==> src/lcd_port_params.svh <==
`ifndef LCD_PORT_PARAMS_SVH
`define LCD_PORT_PARAMS_SVH

// Register selection, written as {select_line_high, select_line_low}
`define SEL_DATA        2'b11
`define SEL_INSTR       2'b10
`define SEL_EXT         2'b00
`define SEL_NONE        2'b01

// Host data bus fields
`define BUSY_BIT        7
`define PTR_MSB         6
`define INS_DISP_BIT    7
`define INS_GLYPH_BIT   6
`define INS_MODE_BIT    2
`define INS_DIR_BIT     1
`define GLYPH_MSB       5
`define EXT_ICON_BIT    7
`define CONTRAST_MSB    4

// Reset and step values
`define PTR_RESET       7'h00
`define PTR_STEP        7'h01
`define CONTRAST_RESET  5'h00
`define DIR_RESET       1'b1
`define BYTE_RESET      8'h00
`define CNT_RESET       8'h00
`define CNT_STEP        8'h01

// Internal operation time after a transfer or instruction
`define CLK_PERIOD_NS   10
`define BUSY_TIME_NS    40
`define BUSY_CYCLES     ((`BUSY_TIME_NS + `CLK_PERIOD_NS - 1) / `CLK_PERIOD_NS)

// Unified RAM: {region, pointer}
`define MEM_AW          9
`define MEM_DEPTH       512

`endif

==> src/lcd_port_pkg.sv <==
package lcd_port_pkg;

    typedef logic [7:0] byte_t;
    typedef logic [1:0] sel_t;

    typedef enum logic [2:0] {
        ST_IDLE   = 3'b000,
        ST_STORE  = 3'b001,
        ST_FETCH  = 3'b010,
        ST_LOAD   = 3'b011,
        ST_SETTLE = 3'b100
    } state_e;

    typedef enum logic [1:0] {
        REG_DISPLAY = 2'b00,
        REG_GLYPH   = 2'b01,
        REG_ICON    = 2'b10
    } region_e;

endpackage : lcd_port_pkg

==> src/ram_if.sv <==
`timescale 1ns/100ps
`include "lcd_port_params.svh"

interface ram_if;
    import lcd_port_pkg::*;

    logic                we;
    logic [`MEM_AW-1:0]  addr;
    byte_t               wdata;
    byte_t               rdata;

    modport ctrl  (output we, output addr, output wdata, input rdata);
    modport store (input we, input addr, input wdata, output rdata);
endinterface : ram_if
==> src/lcd_host_register_port.sv <==
`timescale 1ns/100ps
`include "lcd_port_params.svh"

module lcd_host_register_port (
    // Clock and reset
    input  wire logic                  mclk,
    input  wire logic                  rst,
    // Host parallel bus pins
    input  wire logic                  host_enable,
    input  wire logic                  host_read_write,
    input  wire logic                  select_line_low,
    input  wire logic                  select_line_high,
    input  wire lcd_port_pkg::byte_t   host_data_in,
    output lcd_port_pkg::byte_t        host_data_out,
    output logic                       host_data_oe_n,
    // Device side
    output logic [`CONTRAST_MSB:0]     contrast_code,
    output logic                       busy_indicator
);
    import lcd_port_pkg::*;

    // Pin synchronisers; stage 1 is read only by stage 2
    logic   e_s1;
    logic   e_s2;
    logic   e_s3;
    logic   rw_s1;
    logic   rw_s2;
    sel_t   sel_s1;
    sel_t   sel_s2;
    byte_t  dat_s1;
    byte_t  dat_s2;

    state_e                state;
    state_e                next_state;
    region_e               region;
    logic [`PTR_MSB:0]     ptr;
    logic [`PTR_MSB:0]     next_ptr;
    logic                  dir_up;
    byte_t                 data_transfer_latch;
    byte_t                 store_byte;
    logic [7:0]            settle_cnt;

    logic  strobe;
    logic  idle;
    logic  wr_ins;
    logic  wr_ext;
    logic  wr_dat;
    logic  rd_dat;
    logic  rd_drive;
    logic  ins_addr;
    logic  ext_addr;
    logic  settle_done;
    logic  accept;
    logic  sel_data;
    logic  sel_instr;
    logic  sel_ext;
    logic  sel_none;
    byte_t status_byte;
    byte_t rd_byte;

    ram_if ram ();

    lcd_ram u_ram (
        .mclk (mclk),
        .ram  (ram)
    );

    // Enable takes a third stage so its falling edge can be seen
    always_ff @(posedge mclk) begin
        if (rst) begin
            e_s1 <= 1'b0;
            e_s2 <= 1'b0;
            e_s3 <= 1'b0;
        end else begin
            e_s1 <= host_enable;
            e_s2 <= e_s1;
            e_s3 <= e_s2;
        end
    end

    // Direction comes up as read, the pin's idle level
    always_ff @(posedge mclk) begin
        if (rst) begin
            rw_s1 <= 1'b1;
            rw_s2 <= 1'b1;
        end else begin
            rw_s1 <= host_read_write;
            rw_s2 <= rw_s1;
        end
    end

    // Select lines come up unselected
    always_ff @(posedge mclk) begin
        if (rst) begin
            sel_s1 <= `SEL_NONE;
            sel_s2 <= `SEL_NONE;
        end else begin
            sel_s1 <= {select_line_high, select_line_low};
            sel_s2 <= sel_s1;
        end
    end

    // Bytes need no extra stage: the host holds them around the strobe
    always_ff @(posedge mclk) begin
        if (rst) begin
            dat_s1 <= `BYTE_RESET;
            dat_s2 <= `BYTE_RESET;
        end else begin
            dat_s1 <= host_data_in;
            dat_s2 <= dat_s1;
        end
    end

    // Accesses take effect on the falling edge of enable
    assign strobe = e_s3 & ~e_s2;
    assign idle   = (state == ST_IDLE);

    // Selection decode from the synchronised pins
    assign accept    = strobe & idle;
    assign sel_data  = (sel_s2 == `SEL_DATA);
    assign sel_instr = (sel_s2 == `SEL_INSTR);
    assign sel_ext   = (sel_s2 == `SEL_EXT);
    assign sel_none  = (sel_s2 == `SEL_NONE);

    // Nothing is accepted while busy, so a mistimed host loses its access
    assign wr_ins = accept & ~rw_s2 & sel_instr;
    assign wr_ext = accept & ~rw_s2 & sel_ext;
    assign wr_dat = accept & ~rw_s2 & sel_data;
    assign rd_dat = accept & rw_s2 & sel_data;

    // Address codes, which trigger a prefetch
    assign ins_addr = dat_s2[`INS_DISP_BIT] | dat_s2[`INS_GLYPH_BIT];
    assign ext_addr = dat_s2[`EXT_ICON_BIT];

    // Last settle cycle hands back to idle
    assign settle_done = (settle_cnt >= 8'(`BUSY_CYCLES - 1));

    // Pointer wraps at both ends of its range
    always_comb begin
        next_ptr = dir_up ? 7'(ptr + `PTR_STEP) : 7'(ptr - `PTR_STEP);
    end

    // One transfer at a time; every path ends in the settle wait
    always_comb begin
        next_state = state;
        case (state)
            ST_IDLE: begin
                if (wr_dat) begin
                    next_state = ST_STORE;
                end else if (rd_dat) begin
                    next_state = ST_FETCH;
                end else if ((wr_ins & ins_addr) | (wr_ext & ext_addr)) begin
                    next_state = ST_FETCH;
                end else if (wr_ins | wr_ext) begin
                    next_state = ST_SETTLE;
                end
            end
            ST_STORE: begin
                next_state = ST_FETCH;
            end
            ST_FETCH: begin
                next_state = ST_LOAD;
            end
            ST_LOAD: begin
                next_state = ST_SETTLE;
            end
            ST_SETTLE: begin
                if (settle_done) begin
                    next_state = ST_IDLE;
                end
            end
            default: begin
                next_state = ST_IDLE;
            end
        endcase
    end

    always_ff @(posedge mclk) begin
        if (rst) begin
            state <= ST_IDLE;
        end else begin
            state <= next_state;
        end
    end

    // Busy follows the next state, so it rises with the accepting edge
    always_ff @(posedge mclk) begin
        if (rst) begin
            busy_indicator <= 1'b0;
        end else begin
            busy_indicator <= (next_state != ST_IDLE);
        end
    end

    // Counts the fixed internal operation time
    always_ff @(posedge mclk) begin
        if (rst) begin
            settle_cnt <= `CNT_RESET;
        end else if (state == ST_SETTLE) begin
            settle_cnt <= 8'(settle_cnt + `CNT_STEP);
        end else begin
            settle_cnt <= `CNT_RESET;
        end
    end

    // Pointer and RAM selection
    always_ff @(posedge mclk) begin
        if (rst) begin
            region <= REG_DISPLAY;
        end else if (wr_ins & dat_s2[`INS_DISP_BIT]) begin
            region <= REG_DISPLAY;
        end else if (wr_ins & dat_s2[`INS_GLYPH_BIT]) begin
            region <= REG_GLYPH;
        end else if (wr_ext & ext_addr) begin
            region <= REG_ICON;
        end
    end

    // Glyph addresses are six bits wide, top bit cleared
    always_ff @(posedge mclk) begin
        if (rst) begin
            ptr <= `PTR_RESET;
        end else if (wr_ins & dat_s2[`INS_DISP_BIT]) begin
            ptr <= dat_s2[`PTR_MSB:0];
        end else if (wr_ins & dat_s2[`INS_GLYPH_BIT]) begin
            ptr <= {1'b0, dat_s2[`GLYPH_MSB:0]};
        end else if (wr_ext & ext_addr) begin
            ptr <= dat_s2[`PTR_MSB:0];
        end else if (rd_dat | (state == ST_STORE)) begin
            ptr <= next_ptr;
        end
    end

    // Step direction, from the entry-mode instruction
    always_ff @(posedge mclk) begin
        if (rst) begin
            dir_up <= `DIR_RESET;
        end else if (wr_ins & ~ins_addr & dat_s2[`INS_MODE_BIT]) begin
            dir_up <= dat_s2[`INS_DIR_BIT];
        end
    end

    // Contrast applies at once; there is no shadow copy
    always_ff @(posedge mclk) begin
        if (rst) begin
            contrast_code <= `CONTRAST_RESET;
        end else if (wr_ext & ~ext_addr) begin
            contrast_code <= dat_s2[`CONTRAST_MSB:0];
        end
    end

    // Written byte kept until the store cycle
    always_ff @(posedge mclk) begin
        if (rst) begin
            store_byte <= `BYTE_RESET;
        end else if (wr_dat) begin
            store_byte <= dat_s2;
        end
    end

    // Latch shows the written byte at once, then the prefetched next one
    always_ff @(posedge mclk) begin
        if (rst) begin
            data_transfer_latch <= `BYTE_RESET;
        end else if (wr_dat) begin
            data_transfer_latch <= dat_s2;
        end else if (state == ST_LOAD) begin
            data_transfer_latch <= ram.rdata;
        end
    end

    // One shared RAM, region bits above the pointer
    assign ram.we    = (state == ST_STORE);
    assign ram.addr  = {region, ptr};
    assign ram.wdata = store_byte;

    // Drive the bus while a selected read holds enable high
    assign rd_drive = e_s2 & rw_s2 & ~sel_none;

    // Pointer moves during work, so zeros are shown instead
    assign status_byte = {busy_indicator, busy_indicator ? `PTR_RESET : ptr};

    // Read mux; an unselected read gives zero
    always_comb begin
        rd_byte = `BYTE_RESET;
        case (sel_s2)
            `SEL_DATA: begin
                rd_byte = data_transfer_latch;
            end
            `SEL_INSTR: begin
                rd_byte = status_byte;
            end
            `SEL_EXT: begin
                rd_byte = {3'b000, contrast_code};
            end
            default: begin
                rd_byte = `BYTE_RESET;
            end
        endcase
    end

    // Bus floats unless a selected read is in progress
    always_ff @(posedge mclk) begin
        if (rst) begin
            host_data_oe_n <= 1'b1;
        end else begin
            host_data_oe_n <= ~rd_drive;
        end
    end

    // Data stays live while enable is high, so the busy bit updates
    always_ff @(posedge mclk) begin
        if (rst) begin
            host_data_out <= `BYTE_RESET;
        end else if (rd_drive) begin
            host_data_out <= rd_byte;
        end else begin
            host_data_out <= `BYTE_RESET;
        end
    end

endmodule : lcd_host_register_port

==> src/lcd_ram.sv <==
`timescale 1ns/100ps
`include "lcd_port_params.svh"

module lcd_ram (
    // Clock
    input  wire logic   mclk,
    // Port
    ram_if.store        ram
);
    import lcd_port_pkg::*;

    byte_t mem [0:`MEM_DEPTH-1];

    // Read data always registered; contents are not reset
    always_ff @(posedge mclk) begin
        if (ram.we) begin
            mem[ram.addr] <= ram.wdata;
        end
        ram.rdata <= mem[ram.addr];
    end

endmodule : lcd_ram

==> config.mk <==
export PLATFORM = sky130hd
export DESIGN_NAME = lcd_host_register_port
export DESIGN_NICKNAME = d
export VERILOG_FILES = /design/src/lcd_port_pkg.sv /design/src/ram_if.sv /design/src/lcd_host_register_port.sv /design/src/lcd_ram.sv
export VERILOG_INCLUDE_DIRS = /design/src
export SDC_FILE = /design/constraint.sdc
export NUM_CORES = 2
export LEC_CHECK = 0
export BUFFER_PORTS_ARGS = -buffer_cell sky130_fd_sc_hd__buf_2
export CAP_MARGIN = 40
export CORE_MARGIN = 2
export CORE_UTILIZATION = 45
export CTS_CLUSTER_DIAMETER = 100
export CTS_CLUSTER_SIZE = 25
export DETAILED_ROUTE_END_ITERATION = 6
export MAX_ROUTING_LAYER = met4
export PLACE_DENSITY = 0.68
export SLEW_MARGIN = 10
export SYNTH_ARGS = -nofsm -noshare
export SYNTH_HDL_FRONTEND = slang
export SYNTH_HIERARCHICAL = 1
export SYNTH_SLANG_ARGS = --single-unit
==> constraint.sdc <==
create_clock -name mclk -period 14 [get_ports mclk]
set_input_delay 0.7 -clock mclk [delete_from_list [all_inputs] [get_ports mclk]]
set_output_delay 0.7 -clock mclk [all_outputs]
set_load 0.005 [all_outputs]
Yosys cells after proc, flatten, opt, wreduce, memory -nomap -nowiden
Memory sizes are Yosys's and may differ from the RTL's. A register that Yosys moved wholly into a read port is not among the register bits.
Index checks and enable logic that the tools add are counted.
- $add $sub $neg: 3
- order comparisons: 1
- eq/ne operators: 7
- mux-type cells: 19
- bitwise operators: 28
- reductions and logical operators: 10
- operators with widths (operator ; number):
    7-bit 2-to-1 mux ; 6
    8-bit case mux with 3 select lines ; 1
    1-bit AND ; 17
    8-bit 2-to-1 mux ; 2
    3-bit 2-to-1 mux ; 5
    3-bit case mux with 5 select lines ; 1
    8-bit by 1-bit adder with 8-bit output (second input constant) ; 1
    8-bit by 2-bit greater-or-equal comparator with 1-bit output (second input constant) ; 1
    7-bit by 1-bit adder with 7-bit output (second input constant) ; 1
    1-bit NOT ; 7
    7-bit by 1-bit subtractor with 7-bit output (second input constant) ; 1
    3-bit by 2-bit equality test with 1-bit output (second input constant) ; 2
    2-bit OR reduction ; 3
    2-bit equality test (second input constant) ; 2
    1-bit 2-to-1 mux ; 4
    1-bit bitwise OR ; 4
    2-bit nonzero test ; 2
    4-bit nonzero test ; 1
    3-bit by 1-bit equality test with 1-bit output (second input constant) ; 1
    3-bit equality test (second input constant) ; 1
    3-bit zero test ; 1
    3-bit nonzero test ; 1
    3-bit OR reduction ; 1
    2-bit by 1-bit equality test with 1-bit output (second input constant) ; 1
    2-bit zero test ; 1
- bits in registers: 77
- RAM bits: 4096
- bits of input ports: 14
- output and inout bits: 15
- word-level logic and storage cells: 90
- memories kept: 1
- memories (name ; words ; bits a word ; rd ports ; clocked after memory_dff ; write ports ; line ; text):
    u_ram.mem ; 512 ; 8 ; 1 ; 1 ; 1 ; lcd_ram.sv:12 ; byte_t mem [0:`MEM_DEPTH-1];

Logic depth before layout (Yosys ltp)
- word-level depth: 12
- depth in mapped cells: 13

Modules after synthesis
Netlist, hierarchy kept.
- modules (own cells, without submodules) (module ; instances ; cells each ; area each (µm²)):
    lcd_ram ; 1 ; 7575 ; 158359.4
    lcd_host_register_port ; 1 ; 334 ; 3074.2

Least setup slack after synthesis
OpenSTA, ideal clock, no wires.
- path kind: register to register
- from: reg store_byte[0], in the netlist ram.wdata[0]
- to: mem u_ram/mem[0][0] (netlist name), data pin
- library setup time: 1.509 ns
- arrival: 6.514 ns
- required time: 12.491 ns
- path slack: 5.977 ns
- cell stages (with the launch flop): 1
- buffers on the path: 0
- period minus slack after synthesis: 8.023 ns
- cell sequence: dfxtp_1
- RTL lines (what ; line ; text):
    start: declaration ; lcd_host_register_port.sv:40 ; byte_t store_byte;
    start signal: assignment ; lcd_host_register_port.sv:255 ; store_byte <= `BYTE_RESET;
    start signal: assignment ; lcd_host_register_port.sv:257 ; store_byte <= dat_s2;
    end: declaration ; lcd_ram.sv:12 ;
Straight into the memory's write port.

==> flow_summary_export.csv <==
group,metric,value,unit
logic_synthesis,synth_cell_types,80,
logic_synthesis,synth_area_leader_cell,"edfxtp_1",
die,ios,29,
detailed_routing,vias_per_cell,6.46,
timing,setup_violations,0,
logic_synthesis,synth_warnings,6,
die,die_x,603,um
clock_tree,cts.htree.levels,4,
logic_synthesis,synth_fp_nets,7930,
clock_tree,cts.sinks,4181,
final_layout,layout-drive-gt1-share,18.1,%
placement,place.gp.congestion,0.946,
global_route,grt_pass1_vias,79086,
die,rows,219,
timing,rsz0062_at_grt,"no",
global_route,antenna_found_initial,23,
die,start_util,45.3,%
setup_path,cp.arrival,6940,ps
clock_tree,cts_tree,"yes",
setup_path,critPathMaxFanout,98,
clock_tree,cts_resized,0,
logic_synthesis,synth_common_cells,"edfxtp_1 (4,096), mux4_2 (816), nor2_1 (582), mux2i_1 (445), clkbuf_1 (207)",
clock_tree,postCtsHoldBufs,11,
logic_synthesis,async_flop_share,0,%
timing,worst_pin_slew,1210,ps
logic_synthesis,netlist.area_leader.share,76.2,%
power,power_leakage,0.0514,uW
power,irDropWorstVdd,0.0000866,V
logic_synthesis,synth_cells,7909,
timing,fin_skew,56.8,ps
logic_synthesis,synth_edf_count,4096,
logic_synthesis,syn_area,161000,um^2
timing,hold_viol_final,0,
detailed_routing,drc,15,
detailed_routing,vias,82576,
timing,max_freq,162,MHz
detailed_routing,drt-total-wl,426,mm
logic_synthesis,ys_top_cells_by_area,"edfxtp_1 (76%), mux4_2 (11%), mux2i_1 (2.8%)",
status,status,"complete, but fails checks",
setup_path,cp-end-kind,"flop",
global_route,grt_usage,23.7,%
status,violations,"design-rule violations",
final_layout,fin_cells,12784,
final_layout,area_growth,7.72,%
die,dieArea,364000,um^2
timing,drv_slew,0,
logic_synthesis,yosysMostFrequentCell,"edfxtp_1",
setup_path,worst_setup_path_start_kind,"flop",
logic_synthesis,synth_ff_type,"edfxtp_1",
clock_tree,clkLatencyLatePin,940,ps
detailed_routing,drt-wirelength-per-cell,33.3,um
detailed_routing,drtPass1Iterations,7,
die,coreArea,356000,um^2
global_route,grt-ovfl-total,0,
logic_synthesis,ys_ff_latch,4181,
final_layout,nNetsFinal,7971,
detailed_routing,ant_nets,0,
clock_tree,cts_root_buf,"clkbuf_16",
timing,timing.setup.tns,0,ps
timing,relSlewSlack,19.5,%
clock_tree,clk_pin_slew,90,ps
setup_path,critPathKind,"reg2reg",
clock_tree,cts_buffers,194,
flow_run,timing.max_cap.violations,0,
clock_tree,cts_buffer_depth,4,
global_route,grt_pass1_wl,601,mm
die,die_h,603,um
clock_tree,postCtsSetupBuffers,0,
setup_path,cp.required,14780,ps
logic_synthesis,seq_area_frac_synth,77.2,%
hold_path,hp-class,"in2reg",
logic_synthesis,syn_avg_cell_area,20.4,um^2
detailed_routing,drt_iter0_drc,13619,
placement,port_buffers,28,
global_route,grt_max_degree,225,
timing,final.period_utilization,44.0,%
power,power_density,115,nW/um^2
timing,period_needed,6160,ps
placement,dp_cells,12474,
placement,dpl.hpwl,267,mm
[power by group]
group / total, uW / internal (uW) / switching, uW
combinational: 226 / 98.7 / 127
sequential: 13500 / 13500 / 11.5
clock: 6290 / 2600 / 3700
[metrics by stage]
| step | hold slack [ps] | area (um^2) | setup slack [ps] | util [%] | total power [uW] |
|---|---|---|---|---|---|
| 3_5_place_dp | 402 | 168000 | 7860 | 47.2 | 14000 |
| 4_1_cts | 2.06 | 174000 | 7840 | 48.7 | 20100 |
| 5_1_grt | 24.5 | 174000 | 7560 | 48.8 | 20500 |
| 2_1_floorplan | 389 | 161000 | 5980 | - | 14000 |
| 3_3_place_gp | 403 | 167000 | 7430 | 46.8 | 14000 |
| 6_report | 57.6 | 174000 | 7840 | 48.8 | 20000 |
[cell usage in the layout (no fill, tap or decap), drive strengths merged, types with 46 or more instances in the layout]
cell type  netlist  layout
nand2          168     168
a21oi          104     104
mux2i          445     445
a221oi          93      93
nor2           583     583
nor2b           46      46
a31oi           92      92
mux4           816     816
a22oi          182     182
edfxtp        4096    4096
buf            289     326
o22ai          118     118
clkbuf         208     256
nand3           54      54
o21ai           54      54
dfxtp           85      85
a22o            47      47
nand4           49      49
[layout make-up]
| cell class | instances | area, um^2 |
|---|---|---|
| tap | 4751 | 5940 |
| sequential | 4181 | 125000 |
| fill | 28181 | 183000 |
| inverter | 10 | 42.5 |
| clock buffer | 255 | 5150 |
| multi-input combinational | 3221 | 34400 |
| timing repair buffer | 342 | 3430 |
| clock inverter | 8 | 109 |
| antenna | 16 | 40.0 |
[final timing paths]
| check | from | to | slack, ps | cells after the start |
|---|---|---|---|---|
| worst min register to register | rw_s1 | rw_s2 | 430 | 1 |
| worst min-delay path | host_enable | e_s1 | 60 | 2 |
| worst max register to register | ptr[0] | u_ram/ram.rdata[1] | 7840 | 10 |
| worst max-delay path | ptr[0] | u_ram/ram.rdata[1] | 7840 | 10 |
[sequential cells by signal, indices dropped and copies added (netlist names), 3 cells and up]
| name | cells |
|---|---|
| ram.wdata | 8 |
| state | 3 |
| u_ram/mem | 4096 |
| ptr | 7 |
| dat_s1 | 8 |
| dat_s2 | 8 |
| data_transfer_latch | 8 |
| host_data_out | 8 |
| contrast_code | 5 |
| settle_cnt | 8 |
| u_ram/ram.rdata | 8 |
[critical path: stages (launching register included)]
cell and delay (ps):
dfxtp_4 820, buf_4 750, buf_4 760, buf_12 650, mux4_2 590, nand2_1 90
a21oi_1 230, nor4_1 620, nand4b_1 230, nor4_2 770, nand4_1 180
[cells by family after synthesis]
family          count (synthesis)  share of synthesized area (%)
flops                        4181                           77.2
compound gates                825                           3.61
mux                          1279                           14.3
fa+ha+maj                       7                         0.0589
xor+xnor                       12                         0.0651
simple gates                 1098                           3.14
buf+inv                       507                           1.62
[per-layer routing]
metal  vias up  global-route usage (%)  part of all wire (%)
li1      32691                       -                     -
met1     43769                    32.7                    38
met2      5314                    35.5                    46
met3       802                    4.51                    12
met4         0                    8.55                   4.3
met5         -                       -                     0
Power figures use the tool's default switching activity.
